**config.mk**
```make
export PLATFORM = sky130hd
export DESIGN_NAME = rbs_regs
export DESIGN_NICKNAME = d
export VERILOG_FILES = /design/src/design/rbs_pkg.sv /design/src/design/rbs_regs.sv
export SDC_FILE = /design/constraint.sdc
export NUM_CORES = 1
export LEC_CHECK = 0
export BUFFER_PORTS_ARGS = -buffer_cell sky130_fd_sc_hd__buf_2
export CORE_MARGIN = 2
export CORE_UTILIZATION = 40
export CTS_CLUSTER_SIZE = 24
export DETAILED_ROUTE_END_ITERATION = 6
export PLACE_DENSITY = 0.78
export SLEW_MARGIN = 0
export SYNTH_ARGS = -nofsm -noshare
export SYNTH_HDL_FRONTEND = slang
export SYNTH_SLANG_ARGS = --single-unit
```
**constraint.sdc**
```tcl
create_clock -name CLK_SYS -period 2.7 [get_ports CLK_SYS]
set_input_delay 0.135 -clock CLK_SYS [delete_from_list [all_inputs] [get_ports CLK_SYS]]
set_output_delay 0.135 -clock CLK_SYS [all_outputs]
set_load 0.02 [all_outputs]
```
**src/design/rbs_pkg.sv**
```systemverilog
// Purpose: Shared constants for the regulator and backlight setting registers
// Assumes: Byte-wide register addresses arrive from a serial protocol engine
// Notes: Field positions count from bit 0 of each register
package rbs_pkg;
   // Register addresses
   localparam logic [7:0] ADDR_REG2_KEYPAD = 8'h03;
   localparam logic [7:0] ADDR_REG3_DIS_BOOST = 8'h04;
   localparam logic [7:0] ADDR_MAIN_CURRENT = 8'h05;
   // Reset values
   localparam logic [7:0] RST_REG2_KEYPAD = 8'h0A;
   localparam logic [7:0] RST_REG3_DIS_BOOST = 8'hBA;
   localparam logic [7:0] RST_MAIN_CURRENT = 8'h01;
   // Field positions in the second-regulator register
   localparam int POS_REG2_LSB = 1;
   localparam int POS_KEYPAD_PWM = 0;
   // Field positions in the combined register
   localparam int POS_REG3_LSB = 6;
   localparam int POS_DIS_REG1 = 5;
   localparam int POS_DIS_REG2 = 4;
   localparam int POS_DIS_REG3 = 3;
   localparam int POS_STEPUP_LSB = 0;
endpackage

```
**src/design/rbs_regs.sv**
```systemverilog
// Purpose: Regulator, step-up and main backlight setting registers
// Assumes: A serial protocol engine on CLK_SYS presents decoded byte accesses
// Notes: Each field sits in its own flop so every field output comes straight from a register
// Function
// RL1: The 8-bit main current code drives the sinks linearly, zero lowest, all ones highest.
// RL2: The main current code lives alone in read/write register 05 and resets to 01.
// RL3: The keypad PWM enable follows the written bit and resets to zero.
// RL4: Register 04 bits 5, 4 and 3 are per-regulator discharge enables that reset to one.
// RL5: Register 04 bits 2 to 0 are the step-up code, 13.0 V plus 0.5 V a step, reset 010.
// RL6: Register 04 bits 7 and 6 are the third-regulator code, reset 10.
// RL7: The 3-bit second-regulator code selects 2.3 to 3.1 V and resets to 101.
// RL8: Registers change only by serial writes and read back the last value written.
module rbs_regs
(
   input wire logic CLK_SYS,
   input wire logic RST_B,
   input wire logic WR_EN,
   input wire logic [7:0] ADDR,
   input wire logic [7:0] WR_DATA,
   output logic [7:0] RD_DATA,
   output logic RD_HIT,
   output logic [2:0] REG2_VOLT_CODE,
   output logic KEYPAD_PWM_ENABLE,
   output logic [1:0] REG3_VOLT_CODE,
   output logic REG1_DISCHARGE_ENABLE,
   output logic REG2_DISCHARGE_ENABLE,
   output logic REG3_DISCHARGE_ENABLE,
   output logic [2:0] STEPUP_CODE,
   output logic [7:0] MAIN_CURRENT_CODE
);
   import rbs_pkg::*;

   // Write strobes, one for each mapped address
   logic wr_reg2_keypad;
   logic wr_reg3_dis_boost;
   logic wr_main_current;

   // Fields of register 03; the upper nibble holds the reserved bit and is stored as written
   logic [3:0] reg03_upper_reg;
   logic [3:0] reg03_upper_next;
   logic [2:0] reg2_code_reg;
   logic [2:0] reg2_code_next;
   logic keypad_pwm_reg;
   logic keypad_pwm_next;

   // Fields of register 04
   logic [1:0] reg3_code_reg;
   logic [1:0] reg3_code_next;
   logic dis_reg1_reg;
   logic dis_reg1_next;
   logic dis_reg2_reg;
   logic dis_reg2_next;
   logic dis_reg3_reg;
   logic dis_reg3_next;
   logic [2:0] stepup_code_reg;
   logic [2:0] stepup_code_next;

   // Register 05, a single field
   logic [7:0] main_current_reg;
   logic [7:0] main_current_next;

   // Whole words rebuilt from the fields for read-back
   logic [7:0] reg03_word;
   logic [7:0] reg04_word;

   // Address decode; unmapped addresses raise no strobe, so their writes vanish
   assign wr_reg2_keypad = WR_EN && (ADDR == ADDR_REG2_KEYPAD); // see RL8
   assign wr_reg3_dis_boost = WR_EN && (ADDR == ADDR_REG3_DIS_BOOST); // see RL8
   assign wr_main_current = WR_EN && (ADDR == ADDR_MAIN_CURRENT); // see RL8

   // Upper nibble of register 03: kept so a read returns what the host wrote
   always_comb
   begin
      reg03_upper_next = reg03_upper_reg;
      if (wr_reg2_keypad)
         reg03_upper_next = WR_DATA[POS_REG2_LSB + 3 +: 4]; // see RL8
   end

   // Upper nibble flop
   always_ff @(posedge CLK_SYS or negedge RST_B)
   begin
      if (!RST_B)
         reg03_upper_reg <= RST_REG2_KEYPAD[POS_REG2_LSB + 3 +: 4];
      else
         reg03_upper_reg <= reg03_upper_next;
   end

   // Second-regulator code takes new bits only on a write to its address
   always_comb
   begin
      reg2_code_next = reg2_code_reg;
      if (wr_reg2_keypad)
         reg2_code_next = WR_DATA[POS_REG2_LSB +: 3]; // see RL7 see RL8
   end

   // Second-regulator code flop; reset picks the middle-high default code
   always_ff @(posedge CLK_SYS or negedge RST_B)
   begin
      if (!RST_B)
         reg2_code_reg <= RST_REG2_KEYPAD[POS_REG2_LSB +: 3]; // see RL7
      else
         reg2_code_reg <= reg2_code_next;
   end

   // Keypad PWM enable follows the written bit
   always_comb
   begin
      keypad_pwm_next = keypad_pwm_reg;
      if (wr_reg2_keypad)
         keypad_pwm_next = WR_DATA[POS_KEYPAD_PWM]; // see RL3
   end

   // Keypad PWM enable flop; off after reset so the keypad stays dark until asked
   always_ff @(posedge CLK_SYS or negedge RST_B)
   begin
      if (!RST_B)
         keypad_pwm_reg <= RST_REG2_KEYPAD[POS_KEYPAD_PWM]; // see RL3
      else
         keypad_pwm_reg <= keypad_pwm_next;
   end

   // Third-regulator code
   always_comb
   begin
      reg3_code_next = reg3_code_reg;
      if (wr_reg3_dis_boost)
         reg3_code_next = WR_DATA[POS_REG3_LSB +: 2]; // see RL6 see RL8
   end

   // Third-regulator code flop; code 01 is unlisted and is stored unchanged
   always_ff @(posedge CLK_SYS or negedge RST_B)
   begin
      if (!RST_B)
         reg3_code_reg <= RST_REG3_DIS_BOOST[POS_REG3_LSB +: 2]; // see RL6
      else
         reg3_code_reg <= reg3_code_next;
   end

   // First regulator discharge enable
   always_comb
   begin
      dis_reg1_next = dis_reg1_reg;
      if (wr_reg3_dis_boost)
         dis_reg1_next = WR_DATA[POS_DIS_REG1]; // see RL4
   end

   // First discharge flop; enabled at reset so a dead rail is pulled down
   always_ff @(posedge CLK_SYS or negedge RST_B)
   begin
      if (!RST_B)
         dis_reg1_reg <= RST_REG3_DIS_BOOST[POS_DIS_REG1]; // see RL4
      else
         dis_reg1_reg <= dis_reg1_next;
   end

   // Second regulator discharge enable
   always_comb
   begin
      dis_reg2_next = dis_reg2_reg;
      if (wr_reg3_dis_boost)
         dis_reg2_next = WR_DATA[POS_DIS_REG2]; // see RL4
   end

   // Second discharge flop
   always_ff @(posedge CLK_SYS or negedge RST_B)
   begin
      if (!RST_B)
         dis_reg2_reg <= RST_REG3_DIS_BOOST[POS_DIS_REG2]; // see RL4
      else
         dis_reg2_reg <= dis_reg2_next;
   end

   // Third regulator discharge enable
   always_comb
   begin
      dis_reg3_next = dis_reg3_reg;
      if (wr_reg3_dis_boost)
         dis_reg3_next = WR_DATA[POS_DIS_REG3]; // see RL4
   end

   // Third discharge flop
   always_ff @(posedge CLK_SYS or negedge RST_B)
   begin
      if (!RST_B)
         dis_reg3_reg <= RST_REG3_DIS_BOOST[POS_DIS_REG3]; // see RL4
      else
         dis_reg3_reg <= dis_reg3_next;
   end

   // Step-up output code, every code legal
   always_comb
   begin
      stepup_code_next = stepup_code_reg;
      if (wr_reg3_dis_boost)
         stepup_code_next = WR_DATA[POS_STEPUP_LSB +: 3]; // see RL5 see RL8
   end

   // Step-up code flop; reset sits two steps above the lowest output
   always_ff @(posedge CLK_SYS or negedge RST_B)
   begin
      if (!RST_B)
         stepup_code_reg <= RST_REG3_DIS_BOOST[POS_STEPUP_LSB +: 3]; // see RL5
      else
         stepup_code_reg <= stepup_code_next;
   end

   // Main backlight current code, every code legal
   always_comb
   begin
      main_current_next = main_current_reg;
      if (wr_main_current)
         main_current_next = WR_DATA; // see RL2 see RL8
   end

   // Main current flop; reset gives the second-lowest level, never fully dark
   always_ff @(posedge CLK_SYS or negedge RST_B)
   begin
      if (!RST_B)
         main_current_reg <= RST_MAIN_CURRENT; // see RL2
      else
         main_current_reg <= main_current_next;
   end

   // Words rebuilt in register bit order for read-back
   assign reg03_word = {reg03_upper_reg, reg2_code_reg, keypad_pwm_reg}; // see RL8
   assign reg04_word = {reg3_code_reg, dis_reg1_reg, dis_reg2_reg, dis_reg3_reg,
      stepup_code_reg}; // see RL8

   // Read mux; unmapped addresses return zero with no hit
   always_comb
   begin
      RD_DATA = 8'h00;
      RD_HIT = 1'b1;
      case (ADDR)
         ADDR_REG2_KEYPAD: RD_DATA = reg03_word; // see RL8
         ADDR_REG3_DIS_BOOST: RD_DATA = reg04_word;
         ADDR_MAIN_CURRENT: RD_DATA = main_current_reg; // see RL2
         default: RD_HIT = 1'b0;
      endcase
   end

   // Field outputs straight from flops; analog side does the voltage decode
   assign REG2_VOLT_CODE = reg2_code_reg; // see RL7
   assign KEYPAD_PWM_ENABLE = keypad_pwm_reg; // see RL3
   assign REG3_VOLT_CODE = reg3_code_reg; // see RL6
   assign REG1_DISCHARGE_ENABLE = dis_reg1_reg; // see RL4
   assign REG2_DISCHARGE_ENABLE = dis_reg2_reg;
   assign REG3_DISCHARGE_ENABLE = dis_reg3_reg;
   assign STEPUP_CODE = stepup_code_reg; // see RL5
   // Binary code passed unchanged so current steps are linear
   assign MAIN_CURRENT_CODE = main_current_reg; // see RL1
endmodule

```
==> flow_metrics.tcl <==
set metrics [dict create \
    cts.sink_count 24 \
    cts_tree "yes" \
    violations "DRC" \
    async_flop_share_pct 100 \
    ys_seq_area_share_pct 51.2 \
    p_int_uw 575 \
    largest_register_ffs 8 \
    synth_cells 89 \
    setup_tns_ns 0 \
    clock_latency_ns 0.30 \
    fill_cells 246 \
    drive_gt1_share_pct 70.6 \
    place.gp.congestion 0.722 \
    synth.top_cell.area_share_pct 33.6 \
    wl_per_cell_um 16.7 \
    slowest_delay_ns 0.57 \
    cap_violations 0 \
    viasPerCell 5.44 \
    hold_buffers 1 \
    yosysMostFrequentCell "mux2_2" \
    endpoint_kind "primary output" \
    area_growth_pct 26.5 \
    synthTopCellsByCount "mux2_2 (32), dfrtp_1 (16), nor2_1 (10), a22oi_1 (8), dfstp_2 (8)" \
    grt-ovfl-total 0 \
    synth_edf_count 0 \
    n_antenna_cell 0 \
    wirelength_um 2790 \
    synth_area_um2 1190 \
    power_uw 751 \
    ctsResizeCount 0 \
    synthTopCellsByArea "dfrtp_1 (34%), mux2_2 (30%), dfstp_2 (18%)" \
    worst_hold_slack_ns 0.0795 \
    multi_input_area_um2 562 \
    place_ws_ns 0.705 \
    nets 156 \
    skew_ns 0 \
    min_period_ns 1.68 \
    die_width_um 58.6 \
    dr.pass1.iters 6 \
    htree_levels 1 \
    post-route-drc-count 3 \
    numCtsBuffers 3 \
    drtIter0Drc 46 \
    row_count 19 \
    antenna_found_initial 0 \
    crit_path_start_kind "primary input" \
    grt_max_degree 25 \
    critPathTopFamily "simple AND/OR/NAND/NOR gates" \
    status "finished with violations" \
    seq_area_um2 611 \
    powerDensity_nw_per_um2 497 \
    port_buffers 47 \
    synth_seq_cells 24 \
    cp.buffers_inverters 2 \
    worstPathRequired_ns 2.57 \
    path_class "in -> out" \
    place_inst 162 \
    synth.distinct_cells 16 \
    place_area_um2 1450 \
    crit_top_cell "buf_2" \
    peakVddDrop_v 0.000461 \
    die_h_um 58.6 \
    finalInstanceArea_um2 1510 \
    crit_slowest_cell "or4_4" \
    cts_buffer_depth 2 \
    ioPinCount 48 \
    post-dp-hpwl_um 1990 \
    finalSetupViolations 0 \
    max_clock_freq_mhz 597 \
    relSlewSlack_pct 51.7 \
    post-route-period-util_pct 62.0 \
    grt_pass1_vias 962 \
    grt_use_total_pct 17.6 \
    crit_fanout 9 \
    ys.flop_type "dfrtp_1" \
    syn_nets 108 \
    postCtsSetupBuffers 0 \
    power_frac_clock_pct 33.9 \
    fin_util_pct 53.8 \
    power.switching_uw 176 \
    worstPathCellList "buf_2 -> or4_4 -> or2_2 -> nor2_1 -> buf_2" \
    instances_no_fill 167 \
    drv_slew 0 \
    vias 908 \
    grt_pass1_wl_um 4570 \
    leakagePower_nw 0.776 \
    p_comb_share_pct 13.6 \
    crit_arrival_ns 1.54 \
    core-area_um2 2810 \
    synth.yosys.warnings 0 \
    fin_ws_ns 1.02 \
    dieArea_um2 3430 \
    cts_root_buf "clkbuf_4" \
    finalHoldViolCount 0 \
    switching_share_pct 23.4 \
    start_util_pct 42.5 \
    yosysTopAreaCell "dfrtp_1" \
    path_clk_slew_ns 0.13 \
    worst_pin_slew_ns 0.723 \
    rsz0062_at_grt "false" \
    avgSynthCellArea_um2 13.4 \
    hold_class "in -> reg" \
    power_frac_seq_pct 52.4 \
    ant_nets 0 \
]
## final timing paths
path | slack (ns) | startpoint | depth (start not counted) | endpoint
max | 1.02 | ADDR[5] | 5 | RD_DATA[3]
min | 0.08 | WR_DATA[2] | 2 | STEPUP_CODE[2]
max reg2reg | 1.89 | MAIN_CURRENT_CODE[5] | 1 | MAIN_CURRENT_CODE[5]
min reg2reg | 0.53 | reg03_upper_reg[1] | 1 | reg03_upper_reg[1]
max in group asynchronous | 2.00 | RST_B | 2 | REG1_DISCHARGE_ENABLE
min in group asynchronous | 0.32 | RST_B | 2 | reg03_upper_reg[1]
## power groups by stage
stage / Sequential (mW) / Combinational [mW] / Clock (mW)
2_1_floorplan: 0.416 / 0.0375 / 0
5_1_grt: 0.396 / 0.111 / 0.282
3_3_place_gp: 0.398 / 0.0983 / 0
3_5_place_dp: 0.400 / 0.102 / 0
4_1_cts: 0.393 / 0.104 / 0.262
6_report: 0.394 / 0.102 / 0.255
## cells in the final DEF, fill, tap and decap left out, types with 2 or more instances in the layout
master	count
nor2_1	10
dfrtp_1	16
nand2b_1	2
buf_2	47
nor4_4	2
dfstp_2	8
mux2_2	32
clkbuf_4	3
a22oi_1	8
## logic make-up after synthesis
group,after synthesis,synth area share [%]
flip-flops,24,51.2
AO/OA/AOI/OAI,8,5.04
buffers and inverters,5,1.68
AND/OR/NAND/NOR,20,11.9
multiplexers,32,30.2
## metal layers
metal	track usage [%]	wire length, um
met2	29.7	1440
met5	0	0
met3	3.08	168
met4	6.49	41
met1	22.6	1140
## layout make-up
type	count	share of cell area [%]
Tap cell	31	2.57
Clock inverter	1	1.99
Multi-Input combinational cell	60	37.2
Sequential cell	24	40.5
Timing Repair Buffer	48	16.3
Clock buffer	3	1.49
(Power assumes the default switching activity.)
